## config.mk

```make
export PLATFORM = sky130hd
export DESIGN_NAME = rvmc_video_mode_ctrl
export DESIGN_NICKNAME = d
export VERILOG_FILES = /design/src/common/rvmc_pkg.sv /design/src/rtl/rvmc_video_mode_ctrl.sv
export VERILOG_INCLUDE_DIRS = /design/src /design/src/common
export SDC_FILE = /design/constraint.sdc
export NUM_CORES = 1
export LEC_CHECK = 0
export BUFFER_PORTS_ARGS = -buffer_cell sky130_fd_sc_hd__buf_2
export CAP_MARGIN = 25
export CORE_ASPECT_RATIO = 1.2
export CORE_MARGIN = 1
export CORE_UTILIZATION = 40
export CTS_CLUSTER_DIAMETER = 80
export CTS_CLUSTER_SIZE = 40
export DETAILED_ROUTE_END_ITERATION = 10
export PLACE_DENSITY = 0.8
export SYNTH_ARGS = -nofsm -noshare
export SYNTH_HDL_FRONTEND = slang
export SYNTH_SLANG_ARGS = --single-unit
```

## constraint.sdc

```tcl
create_clock -name core_clk -period 1.53 [get_ports core_clk]
set_input_delay 0.0765 -clock core_clk [delete_from_list [all_inputs] [get_ports core_clk]]
set_output_delay 0.0765 -clock core_clk [all_outputs]
set_load 0.03 [all_outputs]
```

## src/common/rvmc_map.svh

```systemverilog
// Register map constants for the video-mode control register
`ifndef RVMC_MAP_SVH
`define RVMC_MAP_SVH
`define RVMC_ADDR_W 8
`define RVMC_OFS_CTRL6 8'h0F
`define RVMC_RESET_VAL 16'h0024
`define RVMC_WR_MASK 16'hE1FF
`define RVMC_BIT_VSP 15
`define RVMC_BIT_HSP 14
`define RVMC_BIT_PCLKP 13
`define RVMC_BIT_CBM 8
`define RVMC_BIT_NVB 7
`define RVMC_BIT_NVD 6
`define RVMC_BIT_BLANK 5
`define RVMC_BIT_VCS 4
`define RVMC_VM_HI 3
`define RVMC_VM_LO 2
`define RVMC_PF_HI 1
`define RVMC_PF_LO 0
`define RVMC_VM_BURST 2'h2
`define RVMC_RSV_HI 12
`define RVMC_RSV_LO 9
`define RVMC_LANE0_HI 7
`endif

```

## src/common/rvmc_pkg.sv

```systemverilog
// Types for the video-mode control register block
package rvmc_pkg;
    typedef enum logic [1:0] {
        RVMC_LINK_HS,
        RVMC_LINK_LP
    } rvmc_link_t;
endpackage

```

## src/rtl/rvmc_video_mode_ctrl.sv

```systemverilog
// Video-mode control register with Avalon-MM slave and decoded link controls
//
// Behaviour
// - One 16-bit read/write register at 0xF
// - Bit 15 sets vertical sync polarity
// - Bit 14 sets horizontal sync polarity
// - Bit 13 selects pixel clock sampling edge
// - Bit 7 limits burst non-video to vblank
// - Send host non-video data in allowed intervals
// - Bit 6 selects HS or LP non-video
// - Bit 5 blanking or LP, non-burst with bit 6 clear only
// - Burst mode blanking intervals use low power
// - Bit 4 idle clock lane suspend, burst only
`timescale 1ns/1ps
`default_nettype none
`include "rvmc_map.svh"

module rvmc_video_mode_ctrl (
    // Clock, reset, enable
    input wire logic core_clk,
    input wire logic nrst,
    input wire logic clk_en,
    // Avalon-MM slave
    input wire logic [`RVMC_ADDR_W-1:0] avs_address,
    input wire logic avs_read,
    input wire logic avs_write,
    input wire logic [31:0] avs_writedata,
    input wire logic [3:0] avs_byteenable,
    output logic [31:0] avs_readdata,
    output logic avs_waitrequest,
    // Video timing pins from the source
    input wire logic vsync_pin,
    input wire logic hsync_pin,
    // Link interval context from the transmitter
    input wire logic vblank_active,
    input wire logic blank_interval,
    input wire logic nonvideo_pending,
    // Decoded controls
    output logic vsync_active,
    output logic hsync_active,
    output logic pclk_sample_falling,
    output logic send_blanking_pkt,
    output logic compressed_burst,
    output logic nonvideo_send_ok,
    output rvmc_pkg::rvmc_link_t nonvideo_link,
    output logic blank_use_lp,
    output logic clock_lane_lp
);
    import rvmc_pkg::*;

    logic [15:0] video_interface_control_six;
    logic ack;
    logic vs_s1, vs_s2, hs_s1, hs_s2;
    logic burst;
    logic hit;

    assign hit = (avs_address == `RVMC_OFS_CTRL6);
    assign burst = (video_interface_control_six[`RVMC_VM_HI:`RVMC_VM_LO] == `RVMC_VM_BURST);

    // One wait cycle per access; ack answers the held request
    always_ff @(posedge core_clk or negedge nrst) begin
        if (!nrst) begin
            ack <= 1'b0;
        end else if (clk_en) begin
            ack <= (avs_read || avs_write) && !ack;
        end
    end
    assign avs_waitrequest = (avs_read || avs_write) && !(ack && clk_en); // Stalls while frozen

    // Register write, per byte lane; reserved bits never stored
    always_ff @(posedge core_clk or negedge nrst) begin
        if (!nrst) begin
            video_interface_control_six <= `RVMC_RESET_VAL;
        end else if (clk_en && avs_write && ack && hit) begin
            for (int b = 0; b < 2; b++) begin
                if (avs_byteenable[b]) begin
                    video_interface_control_six[b*8 +: 8] <=
                        avs_writedata[b*8 +: 8] & 8'(`RVMC_WR_MASK >> (b*8));
                end
            end
        end
    end

    // Read data registered; unmapped addresses read zero
    always_ff @(posedge core_clk or negedge nrst) begin
        if (!nrst) begin
            avs_readdata <= 32'h0000_0000;
        end else if (clk_en && avs_read && !ack) begin
            avs_readdata <= hit ? {16'h0000, video_interface_control_six & `RVMC_WR_MASK}
                                : 32'h0000_0000;
        end
    end

    // Sync pins are asynchronous: two flops before use
    always_ff @(posedge core_clk or negedge nrst) begin
        if (!nrst) begin
            vs_s1 <= 1'b0;
            vs_s2 <= 1'b0;
            hs_s1 <= 1'b0;
            hs_s2 <= 1'b0;
        end else if (clk_en) begin
            vs_s1 <= vsync_pin;
            vs_s2 <= vs_s1;
            hs_s1 <= hsync_pin;
            hs_s2 <= hs_s1;
        end
    end

    // Decoded controls, registered so outputs come from flops
    always_ff @(posedge core_clk or negedge nrst) begin
        if (!nrst) begin
            vsync_active <= 1'b0;
            hsync_active <= 1'b0;
            pclk_sample_falling <= 1'b0;
            compressed_burst <= 1'b0;
            send_blanking_pkt <= 1'b0;
            nonvideo_send_ok <= 1'b0;
            nonvideo_link <= RVMC_LINK_HS;
            blank_use_lp <= 1'b0;
            clock_lane_lp <= 1'b0;
        end else if (clk_en) begin
            // Polarity 1 means active high
            vsync_active <= ~(vs_s2 ^ video_interface_control_six[`RVMC_BIT_VSP]);
            hsync_active <= ~(hs_s2 ^ video_interface_control_six[`RVMC_BIT_HSP]);
            pclk_sample_falling <= video_interface_control_six[`RVMC_BIT_PCLKP];
            compressed_burst <= burst && video_interface_control_six[`RVMC_BIT_CBM];
            // Non-video window: vblank only, unless burst with interleave 0
            nonvideo_send_ok <= nonvideo_pending &&
                (burst ? (video_interface_control_six[`RVMC_BIT_NVB] ? vblank_active : blank_interval)
                       : vblank_active);
            nonvideo_link <= video_interface_control_six[`RVMC_BIT_NVD] ? RVMC_LINK_LP : RVMC_LINK_HS;
            // Burst forces LP; NONVIDEO_LINK_MODE=1 forces LP; else bit 5 decides
            blank_use_lp <= burst || video_interface_control_six[`RVMC_BIT_NVD] ||
                            video_interface_control_six[`RVMC_BIT_BLANK];
            send_blanking_pkt <= blank_interval && !burst && !video_interface_control_six[`RVMC_BIT_NVD] &&
                                 !video_interface_control_six[`RVMC_BIT_BLANK];
            // Non-burst keeps the clock lane in HS always
            clock_lane_lp <= burst && video_interface_control_six[`RVMC_BIT_VCS] &&
                             blank_interval && !nonvideo_pending;
        end
    end

    // Assertions
    property p_reserved_zero;
        @(posedge core_clk) disable iff (!nrst)
        video_interface_control_six[`RVMC_RSV_HI:`RVMC_RSV_LO] == 4'h0;
    endproperty
    a_reserved_zero: assert property (p_reserved_zero) else $error("reserved bits set");

    property p_write_lands;
        @(posedge core_clk) disable iff (!nrst)
        (clk_en && avs_write && ack && hit && (&avs_byteenable[1:0]))
        |=> video_interface_control_six == ($past(avs_writedata[15:0]) & `RVMC_WR_MASK);
    endproperty
    a_write_lands: assert property (p_write_lands) else $error("write not stored");

    property p_vs_pol;
        @(posedge core_clk) disable iff (!nrst)
        (nrst && clk_en) |=> vsync_active == ~($past(vs_s2) ^ $past(video_interface_control_six[`RVMC_BIT_VSP]));
    endproperty
    a_vs_pol: assert property (p_vs_pol) else $error("vsync polarity wrong");

    property p_hs_pol;
        @(posedge core_clk) disable iff (!nrst)
        (nrst && clk_en) |=> hsync_active == ~($past(hs_s2) ^ $past(video_interface_control_six[`RVMC_BIT_HSP]));
    endproperty
    a_hs_pol: assert property (p_hs_pol) else $error("hsync polarity wrong");

    property p_pclk;
        @(posedge core_clk) disable iff (!nrst)
        (nrst && clk_en) |=> pclk_sample_falling == $past(video_interface_control_six[`RVMC_BIT_PCLKP]);
    endproperty
    a_pclk: assert property (p_pclk) else $error("pclk edge wrong");

    property p_cbm;
        @(posedge core_clk) disable iff (!nrst)
        compressed_burst |-> $past(burst);
    endproperty
    a_cbm: assert property (p_cbm) else $error("compression outside burst");

    property p_nvb;
        @(posedge core_clk) disable iff (!nrst)
        (clk_en && burst && video_interface_control_six[`RVMC_BIT_NVB] && !vblank_active) |=> !nonvideo_send_ok;
    endproperty
    a_nvb: assert property (p_nvb) else $error("non-video outside vblank");

    property p_nonburst_vblank;
        @(posedge core_clk) disable iff (!nrst)
        (clk_en && !burst && !vblank_active) |=> !nonvideo_send_ok;
    endproperty
    a_nonburst_vblank: assert property (p_nonburst_vblank) else $error("non-burst non-video off vblank");

    property p_nvd;
        @(posedge core_clk) disable iff (!nrst)
        (nrst && clk_en) |=> (nonvideo_link == RVMC_LINK_LP) == $past(video_interface_control_six[`RVMC_BIT_NVD]);
    endproperty
    a_nvd: assert property (p_nvd) else $error("non-video link mode wrong");

    property p_burst_lp;
        @(posedge core_clk) disable iff (!nrst)
        (clk_en && burst) |=> blank_use_lp && !send_blanking_pkt;
    endproperty
    a_burst_lp: assert property (p_burst_lp) else $error("burst blanking not LP");

    property p_clk_lane;
        @(posedge core_clk) disable iff (!nrst)
        (clk_en && !burst) |=> !clock_lane_lp;
    endproperty
    a_clk_lane: assert property (p_clk_lane) else $error("clock lane LP in non-burst");

    // A frozen enable must stall the bus, or a write would be lost
    property p_wait_frozen;
        @(posedge core_clk) disable iff (!nrst)
        (!clk_en && (avs_read || avs_write)) |-> avs_waitrequest;
    endproperty
    a_wait_frozen: assert property (p_wait_frozen) else $error("bus answered while frozen");

    property p_lane_hold;
        @(posedge core_clk) disable iff (!nrst)
        (clk_en && avs_write && ack && !avs_byteenable[0])
        |=> $stable(video_interface_control_six[`RVMC_LANE0_HI:`RVMC_PF_LO]);
    endproperty
    a_lane_hold: assert property (p_lane_hold) else $error("unselected byte lane changed");

endmodule // rvmc_video_mode_ctrl
`default_nettype wire

```

======== Word level (Yosys, flattened, before mapping) ========
Cells that the tools add are included.
storage, ports and cells
  bits in registers ....................... 59
  latch bits .............................. 0
  bits in writable memories ............... 0
  bits in read-only memories .............. 0
  memories ................................ 0
operators by class
  add/subtract/negate cells ............... 0
  multipliers ............................. 0
  div/mod/pow operators ................... 0
  order comparisons ....................... 0
  equal/unequal tests ..................... 2
  shift-type cells ........................ 0
  multiplexer cells ....................... 4
  bitwise operators ....................... 4
  reduce and logical (&&, ||, !) cells .... 27
operators by type and width
  kind                                                  count
  logical AND 1 bit                                     16
  2-to-1 mux 16 bit                                     1
  equality test 8 x 4 -> 1 bit (second input constant)  1
  logical NOT 1 bit                                     6
  AND reduction 2 bit                                   2
  logical OR 1 bit                                      3
  2-to-1 mux 1 bit                                      3
  equality test 2 bit (second input constant)           1
  NOT 1 bit                                             2
  XOR 1 bit                                             2

======== Logic depth before layout (Yosys ltp) ========
  word-level depth ........................ 5
  depth in mapped cells ................... 4
  gate-level depth less buffers ........... 3

======== Worst setup path before layout ========
OpenSTA, ideal clock, no wires.
  path type ............................... reg-to-reg
  from .................................... register ack
  to ...................................... register video_interface_control_six[0]
  data arrival time ....................... 1.167 ns
  slack ................................... 0.238 ns
  stages on the path, launching flop included .. 4
  cells stage by stage .................... dfrtp_1 > nand4_1 > nor3_4 > mux2_2
on the way
  cells in the longest elaborated chain, start to end .. 3
RTL lines
  element                          line                        RTL
  from (decl)                      rvmc_video_mode_ctrl.sv:52  logic ack;
  from (signal assigned)           rvmc_video_mode_ctrl.sv:65  ack <= (avs_read || avs_write) && !ack;
  logical AND 1 bit (2 in series)  rvmc_video_mode_ctrl.sv:74  end else if (clk_en && avs_write && ack && hit) begin
  AND reduction 2 bit (no line)    n/a
  to (signal assigned)             rvmc_video_mode_ctrl.sv:73  video_interface_control_six <= `RVMC_RESET_VAL;
  to (signal, indexed assignment)  rvmc_video_mode_ctrl.sv:77  video_interface_control_six[b*8 +: 8] <=
  to (decl)                        rvmc_video_mode_ctrl.sv:51  logic [15:0] video_interface_control_six;
Every way passes these cells.
A chain may end at the register's enable or synchronous reset.

======== Worst setup path after layout ========
  from .................................... register ack
  to ...................................... register video_interface_control_six[3]
The elaborated chain is that of the path after synthesis.

==> results.json <==
{
  "die_w_um": 62.2,
  "yosys_warnings": 0,
  "ff2ff_setup_slack_ns": 0.18,
  "numPortBuffers": 53,
  "syn_inst": 153,
  "whs_ns": 0.0179,
  "hold_viol": 0,
  "cts_tree": "done",
  "coreArea_um2": 4040,
  "synth_area_leader_cell": "dfrtp_1",
  "fin_skew_ns": 0.00569,
  "drive_gt1_frac": 0.411,
  "crit_type": "flip-flop to flip-flop",
  "grt_max_degree": 21,
  "synth_ff_type": "dfrtp_1",
  "synthesis.area_um2": 1740,
  "worstSkewPairLatency_ns": 0.28,
  "yosysSeqAreaShare": 0.549,
  "clk_pin_slew_worst_paths_ns": 0.07,
  "dr.pass1.iters": 4,
  "cts_resized": 0,
  "ant_nets": 0,
  "finalCritPeriodShare": 0.882,
  "grt_pass1_wl_um": 5270,
  "final.min_clock_period_ns": 1.35,
  "via_per_inst": 4.44,
  "routed-via-count": 1189,
  "powerDensity_nw_per_um2": 945,
  "antenna_found_initial": 0,
  "grt_pass1_vias": 1188,
  "gr-usage-all-layers": 0.151,
  "fmax_mhz": 741,
  "start_util": 0.431,
  "rsz0062_at_grt": "no",
  "cp-end-kind": "flip-flop",
  "gp_congestion": 0.743,
  "synth_cell_type_count": 30,
  "fill_cells": 397,
  "die_h_um": 74.2,
  "ios": 97,
  "row_count": 25,
  "synth_most_common_cell": "dfrtp_1",
  "crit_path_start_kind": "flip-flop",
  "hold_path.class": "input port to flip-flop",
  "leakage_nw": 1.09,
  "ir_drop_uv": 661,
  "synth-async-reset-ratio": 1.00,
  "htree_levels": 2,
  "synthTopCellsByCount": "36 x dfrtp_1, 25 x nand2_1, 21 x buf_4",
  "slew_viol_final": 0,
  "drc": 0,
  "nets": 267,
  "drtIter0Drc": 16,
  "insertedDiodeCount": 0,
  "cap_violations": 0,
  "worstPathRequired_ns": 1.70,
  "grt_overflow": 0,
  "route.final.wire_length_um": 3170,
  "fin_util": 0.523,
  "syn_avg_cell_area_um2": 11.4,
  "cts_buffers": 5,
  "synth_edf_count": 0,
  "cp_max_fo": 8,
  "cts_sinks": 38,
  "dp_hpwl_um": 2450,
  "die-area_um2": 4610,
  "setup_viol": 0,
  "synth_top_area_frac": 0.518,
  "ys_ff_latch": 38,
  "syn_to_final_growth_pct": 21.5,
  "synth.area.top_cells": "dfrtp_1 52%, mux2_2 12%, buf_4 9.1%",
  "status": "completed",
  "clockBufferDepth": 2,
  "cts_root_buf": "clkbuf_8",
  "post_drt_wl_per_cell_um": 11.8,
  "tns_ns": 0,
  "min_path_cells": 2,
  "r2r_cells": 4,
  "critPathArrivalTime_ns": 1.52
}
==> power breakdown <==
part	switching (mW)	internal (mW)
registers	0.0235	1.04
logic	0.189	0.0920
clock network	0.334	0.316
==> final cells by class <==
cell class                      instances  area, um^2  area share
Timing Repair Buffer                   59         325       0.154
Multi-Input combinational cell        106         671       0.318
Tap cell                               54        67.6      0.0320
Clock buffer                            6        72.6      0.0344
Inverter                                3        11.3     0.00533
Sequential cell                        38         953       0.452
Clock inverter                          2        10.0     0.00474
==> placed cells by master (no fill, tap or decap), drive strengths merged, types with 3 or more instances in the layout <==
cell type	count
nand2	25
inv	3
nor3	3
buf	58
mux2	21
clkbuf	6
o21ai	14
conb	21
dfrtp	36
==> flip-flops by register name (all words and copies together), names as in the netlist <==
| register | flops |
|---|---|
| hs_s1 | 1 |
| blank_use_lp | 1 |
| send_blanking_pkt | 1 |
| compressed_burst | 1 |
| vs_s2 | 1 |
| video_interface_control_six | 12 |
| hsync_active | 1 |
| avs_readdata | 12 |
| nonvideo_link | 1 |
| nonvideo_send_ok | 1 |
| vsync_active | 1 |
| ack | 1 |
| vs_s1 | 1 |
| pclk_sample_falling | 1 |
| hs_s2 | 1 |
| clock_lane_lp | 1 |
==> metal layers <==
layer,up-vias,track usage,part of all wire
li1,596,-,-
met1,545,0.168,0.43
met2,46,0.271,0.49
met3,2,0.0521,0.069
met4,0,0.0543,0.0079
met5,-,0,0
==> metrics by stage <==
step	area [um^2]	instances	power (mW)	setup slack, ns
after global routing	2110	268	2.08	0.105
final	2110	268	2.00	0.180
after CTS	2110	268	2.01	0.166
after detailed placement	2020	259	1.37	0.162
after floorplan	1810	173	1.31	0.238
after global placement	2020	259	1.36	0.189
==> cells by family after synthesis <==
logic type	after synthesis	share of synthesized area
xor+xnor	2	0.0101
simple gates	43	0.134
flops	38	0.549
buf+inv	29	0.109
other cells	1	0.00216
mux	22	0.142
compound gates	18	0.0547
==> critical path, cell delays in order, from the launching register on <==
cell,delay [ns]
dfrtp_1,0.41
nand4_1,0.16
nor3_4,0.18
buf_12,0.15
mux2_2,0.33
==> timing repair <==
action / in CTS / in global routing
endpoints found under the hold margin: 15 / 0
setup endpoints to repair: 0 / 0
buffers inserted: 0 / 0
hold buffers: 1 / 0
==> path summary, 6_finish.rpt <==
path / start / to
max: ack / video_interface_control_six[3]
min: hsync_pin / hs_s1
max reg2reg: ack / video_interface_control_six[3]
min reg2reg: avs_readdata[4] / avs_readdata[4]
max in group asynchronous: nrst / video_interface_control_six[5]
min in group asynchronous: nrst / vs_s1
Note: power is estimated with default switching activity, not from simulation.
